**src/logic/giq_pkg.sv**
```systemverilog
package giq_pkg;
  // ****************************************
  // register map
  // ****************************************
  localparam logic [7:0] ADDR_QSEL_LO = 8'h00;
  localparam logic [7:0] ADDR_QSEL_HI = 8'h04;
  localparam logic [7:0] ADDR_PRD = 8'h08;
  localparam logic [7:0] ADDR_ROUTE = 8'h0c;
  localparam logic [7:0] ADDR_QUAL = 8'h10;
  localparam logic [7:0] ADDR_RAW = 8'h14;
  localparam logic [7:0] ADDR_ROUTE_EN = 8'h18;
  localparam logic [7:0] ADDR_DEFAULT = 8'h1c;
  localparam int PRD_W = 8;
  localparam int PRD_GRP = 8;
  localparam int ROUTE_W = 5;
  localparam logic [1:0] RESP_OKAY = 2'h0;
  localparam logic [1:0] RESP_SLVERR = 2'h2;
  // ****************************************
  // qualification codes
  // ****************************************
  typedef enum logic [1:0] {
    GIQ_SYNC = 2'h0,
    GIQ_WIN3 = 2'h1,
    GIQ_WIN6 = 2'h2,
    GIQ_ASYNC = 2'h3
  } giq_qsel_t;
  localparam logic [31:0] QSEL_RESET = 32'h0000_0000;
  localparam logic [31:0] PRD_RESET = 32'h0000_0000;
  localparam int WIN3 = 3;
  localparam int WIN6 = 6;
endpackage

```
**src/logic/giq_pin_if.sv**
```systemverilog
`timescale 1ns/10ps
`default_nettype none
// per-group carrier between the top and the qualifier slices
interface giq_pin_if #(parameter int N = 8);
  logic [N-1:0] pin;
  logic [2*N-1:0] qsel;
  logic tick;
  logic [N-1:0] qual;
  modport top (output pin, output qsel, output tick, input qual);
  modport slice (input pin, input qsel, input tick, output qual);
endinterface
`default_nettype wire

```
**src/logic/giq_group.sv**
```systemverilog
`timescale 1ns/10ps
`default_nettype none
// eight pins sharing one sample tick
module giq_group #(
  parameter int N = 8
) (
  // clock and reset
  input wire logic core_clk_i,
  input wire logic rst_i,
  // pins
  giq_pin_if.slice pif
);
  typedef struct packed {
    logic [N-1:0] s1;
    logic [N-1:0] s2;
    logic [N-1:0][5:0] win;
    logic [N-1:0] q;
  } giq_grp_t;
  giq_grp_t st, next_st;
  logic [N-1:0] outv;

  always_comb begin
    next_st = st;
    next_st.s1 = pif.pin;
    next_st.s2 = st.s1;
    for (int i = 0; i < N; i++) begin
      if (pif.tick) begin
        next_st.win[i] = {st.win[i][4:0], st.s2[i]};
      end
      case (giq_pkg::giq_qsel_t'(pif.qsel[2*i +: 2]))
        giq_pkg::GIQ_SYNC: next_st.q[i] = st.s2[i];
        giq_pkg::GIQ_WIN3: begin
          if (&st.win[i][2:0]) next_st.q[i] = 1'b1;
          else if (~|st.win[i][2:0]) next_st.q[i] = 1'b0;
        end
        giq_pkg::GIQ_WIN6: begin
          if (&st.win[i]) next_st.q[i] = 1'b1;
          else if (~|st.win[i]) next_st.q[i] = 1'b0;
        end
        default: next_st.q[i] = st.q[i];
      endcase
      // async mode bypasses the synchroniser and qualifier flops so the peripheral can synchronise itself; the top still registers qual and per once
      outv[i] = (pif.qsel[2*i +: 2] == 2'h3) ? pif.pin[i] : st.q[i];
    end
  end

  always_ff @(posedge core_clk_i or posedge rst_i) begin
    if (rst_i) begin
      st <= '0;
    end else begin
      st <= next_st;
    end
  end

  assign pif.qual = outv;
endmodule // giq_group
`default_nettype wire

```
**src/logic/giq_top.sv**
```systemverilog
`timescale 1ns/10ps
`default_nettype none
module giq_top #(
  parameter int NPIN = 32,
  parameter int NPER = 4,
  parameter logic [31:0] PER_DEFAULT = 32'h0000_0000
) (
  // clock and reset
  input wire logic core_clk_i,
  input wire logic rst_i,
  // pins and peripheral inputs
  input wire logic [NPIN-1:0] pin_i,
  output logic [NPIN-1:0] qual_o,
  output logic [NPER-1:0] per_in_o,
  // axi4-lite write
  input wire logic [7:0] s_awaddr_i,
  input wire logic s_awvalid_i,
  output logic s_awready_o,
  input wire logic [31:0] s_wdata_i,
  input wire logic [3:0] s_wstrb_i,
  input wire logic s_wvalid_i,
  output logic s_wready_o,
  output logic [1:0] s_bresp_o,
  output logic s_bvalid_o,
  input wire logic s_bready_i,
  // axi4-lite read
  input wire logic [7:0] s_araddr_i,
  input wire logic s_arvalid_i,
  output logic s_arready_o,
  output logic [31:0] s_rdata_o,
  output logic [1:0] s_rresp_o,
  output logic s_rvalid_o,
  input wire logic s_rready_i
);
  localparam int NGRP = NPIN / giq_pkg::PRD_GRP;
  // one bit wider than the period field so a reload of 2*p-1 never wraps
  localparam int CNT_W = giq_pkg::PRD_W + 1;
  localparam int ROUTE_BITS = NPER * giq_pkg::ROUTE_W;

  typedef struct packed {
    logic [2*NPIN-1:0] qsel;
    logic [NGRP-1:0][giq_pkg::PRD_W-1:0] prd;
    logic [NGRP-1:0][CNT_W-1:0] cnt;
    logic [NGRP-1:0] tick;
    logic [NPER-1:0][giq_pkg::ROUTE_W-1:0] route;
    logic [NPER-1:0] route_en;
    logic [NPIN-1:0] qual;
    logic [NPER-1:0] per;
    logic aw_got;
    logic w_got;
    logic [7:0] awaddr;
    logic [31:0] wdata;
    logic [3:0] wstrb;
    logic bvalid;
    logic [1:0] bresp;
    logic rvalid;
    logic [31:0] rdata;
    logic [1:0] rresp;
    // registered ready copies so every bus port leaves a flop
    logic awready;
    logic wready;
    logic arready;
  } giq_top_t;
  giq_top_t st, next_st;
  logic [NPIN-1:0] qual_w;

  // byte-lane merge for register writes
  function automatic logic [31:0] wmerge(input logic [31:0] old, input logic [31:0] d,
                                         input logic [3:0] be);
    logic [31:0] r;
    r = old;
    for (int b = 0; b < 4; b++) begin
      if (be[b]) r[8*b +: 8] = d[8*b +: 8];
    end
    return r;
  endfunction

  // ****************************************
  // qualifier groups
  // ****************************************
  for (genvar g = 0; g < NGRP; g++) begin : g_grp
    giq_pin_if #(.N(giq_pkg::PRD_GRP)) pif ();
    assign pif.pin = pin_i[g*giq_pkg::PRD_GRP +: giq_pkg::PRD_GRP];
    assign pif.qsel = st.qsel[2*g*giq_pkg::PRD_GRP +: 2*giq_pkg::PRD_GRP];
    assign pif.tick = st.tick[g];
    assign qual_w[g*giq_pkg::PRD_GRP +: giq_pkg::PRD_GRP] = pif.qual;
    giq_group #(.N(giq_pkg::PRD_GRP)) u_grp (
      .core_clk_i(core_clk_i),
      .rst_i(rst_i),
      .pif(pif)
    );
  end

  always_comb begin
    logic [31:0] rd;
    logic ok;
    rd = '0;
    ok = 1'b1;
    next_st = st;
    // ****************************************
    // sample period dividers
    // ****************************************
    for (int g = 0; g < NGRP; g++) begin
      // period 0 samples every cycle, period p every 2*p cycles
      if (st.cnt[g] == '0) begin
        next_st.tick[g] = 1'b1;
        next_st.cnt[g] = (st.prd[g] == '0) ? '0 : CNT_W'(2 * st.prd[g] - 1);
      end else begin
        next_st.tick[g] = 1'b0;
        next_st.cnt[g] = st.cnt[g] - 1'b1;
      end
    end
    // ****************************************
    // outputs and peripheral routing
    // ****************************************
    next_st.qual = qual_w;
    for (int p = 0; p < NPER; p++) begin
      // several peripherals may name the same pin as their route source
      if (st.route_en[p]) next_st.per[p] = qual_w[st.route[p]];
      else next_st.per[p] = PER_DEFAULT[p];
    end
    // ****************************************
    // axi4-lite write
    // ****************************************
    if (s_awvalid_i && !st.aw_got) begin
      next_st.aw_got = 1'b1;
      next_st.awaddr = s_awaddr_i;
    end
    if (s_wvalid_i && !st.w_got) begin
      next_st.w_got = 1'b1;
      next_st.wdata = s_wdata_i;
      next_st.wstrb = s_wstrb_i;
    end
    if (st.aw_got && st.w_got && !st.bvalid) begin
      next_st.aw_got = 1'b0;
      next_st.w_got = 1'b0;
      next_st.bvalid = 1'b1;
      next_st.bresp = giq_pkg::RESP_OKAY;
      case (st.awaddr)
        giq_pkg::ADDR_QSEL_LO: next_st.qsel[31:0] = wmerge(st.qsel[31:0], st.wdata, st.wstrb);
        giq_pkg::ADDR_QSEL_HI: next_st.qsel[63:32] = wmerge(st.qsel[63:32], st.wdata, st.wstrb);
        giq_pkg::ADDR_PRD: next_st.prd = wmerge(st.prd, st.wdata, st.wstrb);
        giq_pkg::ADDR_ROUTE: next_st.route =
            ROUTE_BITS'(wmerge(32'(st.route), st.wdata, st.wstrb));
        giq_pkg::ADDR_ROUTE_EN: next_st.route_en =
            NPER'(wmerge(32'(st.route_en), st.wdata, st.wstrb));
        // read-only and unmapped offsets answer an error and change nothing
        default: next_st.bresp = giq_pkg::RESP_SLVERR;
      endcase
    end
    if (st.bvalid && s_bready_i) next_st.bvalid = 1'b0;
    // ****************************************
    // axi4-lite read
    // ****************************************
    case (s_araddr_i)
      giq_pkg::ADDR_QSEL_LO: rd = st.qsel[31:0];
      giq_pkg::ADDR_QSEL_HI: rd = st.qsel[63:32];
      giq_pkg::ADDR_PRD: rd = st.prd;
      giq_pkg::ADDR_ROUTE: rd = 32'(st.route);
      giq_pkg::ADDR_QUAL: rd = st.qual;
      giq_pkg::ADDR_RAW: rd = pin_i;
      giq_pkg::ADDR_ROUTE_EN: rd = 32'(st.route_en);
      giq_pkg::ADDR_DEFAULT: rd = 32'(PER_DEFAULT[NPER-1:0]);
      default: ok = 1'b0;
    endcase
    if (s_arvalid_i && !st.rvalid) begin
      next_st.rvalid = 1'b1;
      next_st.rdata = rd;
      next_st.rresp = ok ? giq_pkg::RESP_OKAY : giq_pkg::RESP_SLVERR;
    end else if (st.rvalid && s_rready_i) begin
      next_st.rvalid = 1'b0;
    end

    // ****************************************
    // ready flags
    // ****************************************
    // taken from the next holding flags so ready drops on the edge that takes a request
    next_st.awready = !next_st.aw_got;
    next_st.wready = !next_st.w_got;
    next_st.arready = !next_st.rvalid;
  end

  // ****************************************
  // state register
  // ****************************************

  always_ff @(posedge core_clk_i or posedge rst_i) begin
    if (rst_i) begin
      st <= '0; // qsel resets to synchronise-only
      // the bus is ready to take a request as soon as reset lets go
      st.awready <= 1'b1;
      st.wready <= 1'b1;
      st.arready <= 1'b1;
    end else begin
      st <= next_st;
    end
  end

  assign qual_o = st.qual;
  assign per_in_o = st.per;
  // ****************************************
  // ports
  // ****************************************
  assign s_awready_o = st.awready;
  assign s_wready_o = st.wready;
  assign s_bvalid_o = st.bvalid;
  assign s_bresp_o = st.bresp;
  assign s_arready_o = st.arready;
  assign s_rvalid_o = st.rvalid;
  assign s_rdata_o = st.rdata;
  assign s_rresp_o = st.rresp;
endmodule // giq_top
`default_nettype wire

```
**config.mk**
```make
export PLATFORM = sky130hd
export DESIGN_NAME = giq_top
export DESIGN_NICKNAME = d
export VERILOG_FILES = /design/src/logic/giq_pkg.sv /design/src/logic/giq_pin_if.sv /design/src/logic/giq_group.sv /design/src/logic/giq_top.sv
export SDC_FILE = /design/constraint.sdc
export NUM_CORES = 1
export LEC_CHECK = 0
export BUFFER_PORTS_ARGS = -buffer_cell sky130_fd_sc_hd__buf_2
export CORE_MARGIN = 2
export CORE_UTILIZATION = 50
export DETAILED_ROUTE_END_ITERATION = 8
export GPL_TIMING_DRIVEN = 0
export PLACE_DENSITY = 0.72
export SLEW_MARGIN = 0
export SYNTH_ARGS = -nofsm -noshare
export SYNTH_HDL_FRONTEND = slang
export SYNTH_SLANG_ARGS = --single-unit
```
**constraint.sdc**
```tcl
create_clock -name core_clk_i -period 19.7 [get_ports core_clk_i]
set_input_delay 0.985 -clock core_clk_i [delete_from_list [all_inputs] [get_ports core_clk_i]]
set_output_delay 0.985 -clock core_clk_i [all_outputs]
set_load 0.02 [all_outputs]
```
# After elaboration in Yosys (flattened, before gate mapping)
# Index checks and enable logic that the tools add are counted.
# classes
add_sub_neg	8
mul	0
div_mod_pow	0
order_cmp	4
n_eq_ne	171
shifts	0
muxes	227
n_bitwise	0
n_reduce_logical	267
# ops
op	n
$reduce_and A3 Y1	80
$pmux W32 S7	1
$ne A3 B2 Y1 const B	64
$reduce_and A6 Y1	32
$reduce_or A6 Y1	32
$mux W1	178
$eq A2 B2 Y1 const B	64
$pmux W1 S3	32
$reduce_bool A3 Y1	32
$reduce_or A3 Y1	32
$mux W9	8
$sub A9 B1 Y9 const B	8
$eq A2 B1 Y1 const B	32
$logic_not A2 Y1	32
$logic_not A8 Y1	6
$eq A8 B5 Y1 const B	5
$logic_not A9 Y1	4
$eq A8 B4 Y1 const B	4
$lt A5 B6 Y1 const B	4
$bmux W1 S5	4
$eq A8 B3 Y1 const B	2
$reduce_or A8 Y1	1
$logic_and A1 B1 Y1	7
$logic_not A1 Y1	7
4 further kinds	6
# word_totals
ff_bits	571
latchBits	0
ram_bits	0
rom_bits	0
input_bits	91
output_inout_bits	77
wordCells	788
n_memories	0

# Logic depth before layout (Yosys ltp)
# depth
ltp_word	5
depth_mapped	8
mapped_depth_nobuf	7

# Cells and area by module
# From an unflattened synthesis, not the netlist that was laid out.
# unflattened
cells_unflattened	2200
area_unflattened_um2	28182.0
# modules_own_cells
mod	n_inst	cells_per_inst	area_per_inst_um2	seq_area_each_um2
giq_top	1	1102	14029.7	7035.5
giq_group at g_grp[1].u_grp ...	3	275	3544.6	1801.7
giq_group at g_grp[0].u_grp	1	273	3518.4	1801.7

# Worst setup path after synthesis
# Ideal clock, no wire load.
# synth_timing
path_kind	in2reg
start	in s_araddr_i[2]
end	reg st, in the netlist s_rdata_o[6]
setup_ns	0.126
t_arrival_ns	2.502
t_required_ns	19.574
setup_slack_ns	17.072
path_stages	6
n_path_buf	3
path_cell_list	clkbuf_1 > buf_2 > buf_1 > mux2i_1 > o21ai_1 > a221o_1
# synth_via
elab_chain_cells	2
word_cells_on_any_way	8
cone_classes	eq/ne (6); mux (1); reduce/logical (1)
# synth_rtl
element	line	text
start: declaration	giq_top.sv:27	input wire logic [7:0] s_araddr_i,
$eq A8 B5 Y1 (tied with other cells)	giq_top.sv:155	case (s_araddr_i)
$pmux W32 S7 *	giq_top.sv:155	
end signal: assignment	giq_top.sv:195	st <= next_st;
end: declaration	giq_top.sv:64	giq_top_t st, next_st;
# Every way passes the cells marked *; elsewhere a longest branch is shown, timed or not.
# A chain may end at the register's enable or synchronous reset.

==> parameters.txt <==
Parameter                              Value

Detailed routing
  DRC viols ... 0
  Total via count after detailed routing ... 18,930
  Routed wire length on met2 ... 33.16 mm
  Post-Route WL ... 70.94 mm
  Per-cell via count in the routed design ... 6.003
  Mean routed wirelength per cell ... 22.50 um
  Met1 Routed Length ... 30.54 mm
  Remaining antenna violation count ... 0
  Starting DRC count in detailed routing ... 1,667
  Total iterations of the first detailed-routing run ... 5
  Uppermost metal layer occupied by signal nets ... met4
  Sum of met3 wire segment lengths after detailed routing ... 4.767 mm

Synth
  Register bit count reported by yosys ... 569
  Top cell type's share of synthesized area ... 0.5147
  Count of flip-flops with a built-in enable after synthesis ... 0
  Post-synthesis cell area ... 0.02752 sq mm
  Area contributors post-synth ... sky130_fd_sc_hd__dfrtp_1 (51%), sky130_fd_sc_hd__mux2_2 (16%), sky130_fd_sc_hd__ha_1 (4.9%), sky130_fd_sc_hd__mux2i_1 (2.5%), sky130_fd_sc_hd__buf_4 (2.0%)
  Post-synthesis cell type with the largest combined area ... sky130_fd_sc_hd__dfrtp_1
  Synth async-reset ratio ... 1.000
  Yosys warning count ... 0
  Mapped Cells ... 2,179
  Post-Synthesis Mean Instance Area ... 12.63 sq um
  Cell variety after synth ... 66
  Leading register cell type out of synthesis ... sky130_fd_sc_hd__dfrtp_1
  Post-synthesis sequential area ratio ... 0.5175

Finish
  Layout area overhead ... 13.68%
  Total non-filler cell area in the finished layout ... 0.03129 sq mm
  Area taken by flip-flops and latches ... 0.01424 sq mm
  Most common cell after layout, fill and taps aside ... sky130_fd_sc_hd__dfrtp_1
  Commonest cells after routing, fill and taps aside ... sky130_fd_sc_hd__dfrtp_1 (566), sky130_fd_sc_hd__mux2_2 (381), sky130_fd_sc_hd__buf_2 (184)
  Filler instances ... 4,375
  Utilization of the core after routing ... 0.5779
  Number of nets in the final layout ... 2,608
  Share of layout cells above drive strength 1 ... 0.3165
  Post-route insts no fill ... 3,153
  Area taken by multi-input logic gates ... 0.01201 sq mm

STA
  Setup tns final ... 0 ps
  Relative slew slack ... 0.1107
  Slew at the pin closest to its max-slew limit ... 1322 ps
  Worst Slack Setup Final ... 16,690 ps
  FMAX ... 331.9 MHz
  RSZ-0062 raised after global routing ... no
  Fin. max-slew vios ... 0
  Final setup vio count ... 0
  Final period utilization ... 0.1530
  Count of final hold-check violations ... 0
  Final clock skew ... 17.08 ps
  Final Hold Slack ... 346.2 ps
  Min Clock Period, post-route ... 3013 ps

Place
  Placed instance area ... 0.02933 sq mm
  HPWL after detailed placement ... 52.38 mm
  Total of buffers placed on input and output ports ... 164
  Final weighted congestion of routability-driven global placement ... 0.9237
  Cell Count Post-Placement ... 3,044
  Setup slack at placement ... 16,240 ps

Outcome
  Result of the run ... completed

Clocking
  Number of CTS-inserted buffers ... 59
  Number of H-tree levels ... 2
  Post-CTS sizing ... 0
  CTS tree ... done
  CTS Hold Buffers Added ... 0
  Number of sinks handled by clock tree synthesis ... 569
  Clock Latency Late Sink ... 620 ps
  Maximum count of clock buffers along a single path ... 3
  Clock slew seen by the registers of the worst setup and hold paths ... 60 ps
  Root buffer selected by CTS ... sky130_fd_sc_hd__clkbuf_16
  Post-CTS Setup Inserts ... 0

Floorplanning
  Number of top-level pins ... 168
  Core box area ... 0.05413 sq mm
  DIE WIDTH ... 238.6 um
  Full die area ... 0.05693 sq mm
  Core Rows ... 85
  Y dimension of the die ... 238.6 um
  Starting Density ... 0.5084

Setup path
  Worst path cell trace ... ha_1 -> mux2i_1 -> inv_1 -> mux4_2 -> mux2_2 -> a21oi_1 -> o22ai_1
  Kind of cell with the highest combined delay on the critical path ... multiplexers
  Worst setup startpoint ... g_grp[0].pif.qsel[12]
  CP max-delay cell ... sky130_fd_sc_hd__mux2i_1
  Classification of the worst setup path ... reg2reg
  RR Startpoint ... g_grp[0].pif.qsel[12]
  Data arrival time of the critical path ... 3440 ps
  Critical path buffer and inverter count ... 1
  Kind of end point of the critical path ... register
  Peak per-stage delay on the critical path ... 700 ps
  Startpoint type of the worst setup path ... register
  Largest fanout on the critical path ... 5
  Worst path required time ... 20,120 ps

Hold path
  Critical hold path startpoint ... g_grp[1].u_grp.next_st[60]
  Worst hold path type ... reg2reg

GRT
  Antenna violations before repair ... 2
  Global-route usage over all layers ... 0.2514
  Maximum number of pins on one net before global-route repair ... 135
  Global-route wire length before repair ... 109.6 mm
  Via count of the first global-routing pass ... 18,920
  Congestion Overflow GR ... 0

Job
  Number of max-cap violations ... 0

Power
  Power after layout ... 4.220 mW
  Maximum vdd drop ... 0.08209 mV
  Leak pwr ... 13.99 nW
  Power density cells ... 134.9 mW/mm^2
-- cells by family (layout without fill, tap and decap cells) --
| kind of cell | count (synthesis) | after routing | share of synthesized area |
|---|---|---|---|
| flip-flops | 569 | 569 | 0.5175 |
| multiplexers | 500 | 500 | 0.2080 |
| AO/OA/AOI/OAI | 365 | 365 | 0.09957 |
| AND/OR/NAND/NOR | 329 | 329 | 0.06424 |
| buffers and inverters | 259 | 534 | 0.04610 |
| adder cells (fa/ha/maj) | 108 | 108 | 0.04910 |
| XOR/XNOR | 48 | 48 | 0.01528 |
| other | 1 | 4 | 0.0001363 |
-- layout make-up --
type | instances | share of cell area
Antenna cell | 2 | 0.0001600
Buffer | 148 | 0.02724
Clock buffer | 85 | 0.05607
Clock inverter | 22 | 0.006159
Inverter | 111 | 0.01356
Multi-Input combinational cell | 1352 | 0.3840
Sequential cell | 569 | 0.4552
Tap cell | 696 | 0.02784
Timing Repair Buffer | 168 | 0.02976
-- sequential cells by signal, summed over array words and instances, names as in the netlist --
name	cells
g_grp.pif.qsel	64
g_grp.pif.tick	4
g_grp.u_grp.next_st	32
g_grp.u_grp.st	256
per_in_o	4
qual_o	32
s_arready_o	1
s_awready_o	1
s_bresp_o	1
s_bvalid_o	1
s_rdata_o	32
s_rresp_o	1
s_rvalid_o	1
s_wready_o	1
st	138
-- final timing paths --
path | slack [ps] | cells after the start | end
max | 16690 | 7 | per_in_o[3]
min | 350 | 0 | g_grp[1].u_grp.st[60]
max reg2reg | 16690 | 7 | per_in_o[3]
min reg2reg | 350 | 0 | g_grp[1].u_grp.st[60]
max in group asynchronous | 17710 | 4 | g_grp[2].u_grp.st[17]
min in group asynchronous | 460 | 2 | g_grp[3].u_grp.st[38]
-- metal layers --
layer,vias to the layer above,track usage
met1,9662,0.3432
li1,8487,-
met5,-,0
met2,638,0.4046
met4,0,0.09451
met3,140,0.04215
-- power breakdown --
group          internal (mW)  leakage, nW  switching [mW]
Combinational          0.586         5.96           0.528
Clock                  0.643        0.962           0.466
Sequential              1.56         7.07           0.436
Total                   2.79         14.0            1.43
-- synth_stat cells (17+ instances only) --
cell type and instances:
sky130_fd_sc_hd__a41oi_1 32, sky130_fd_sc_hd__nand3_1 44, sky130_fd_sc_hd__nor2_1 52, sky130_fd_sc_hd__a22oi_1 38, sky130_fd_sc_hd__buf_2 20, sky130_fd_sc_hd__dfrtp_1 566, sky130_fd_sc_hd__and3_1 35, sky130_fd_sc_hd__or3_1 35
sky130_fd_sc_hd__o22ai_1 34, sky130_fd_sc_hd__nand2_1 88, sky130_fd_sc_hd__o31ai_1 37, sky130_fd_sc_hd__a21oi_1 38, sky130_fd_sc_hd__o41ai_1 32, sky130_fd_sc_hd__mux2_1 35, sky130_fd_sc_hd__a311oi_1 32, sky130_fd_sc_hd__xnor2_1 32
sky130_fd_sc_hd__mux2_2 381, sky130_fd_sc_hd__buf_4 72, sky130_fd_sc_hd__o21ai_1 35, sky130_fd_sc_hd__a221o_1 17, sky130_fd_sc_hd__mux2i_1 68, sky130_fd_sc_hd__clkbuf_1 46, sky130_fd_sc_hd__inv_1 111, sky130_fd_sc_hd__ha_1 108
Power figures use the tool's default switching activity.
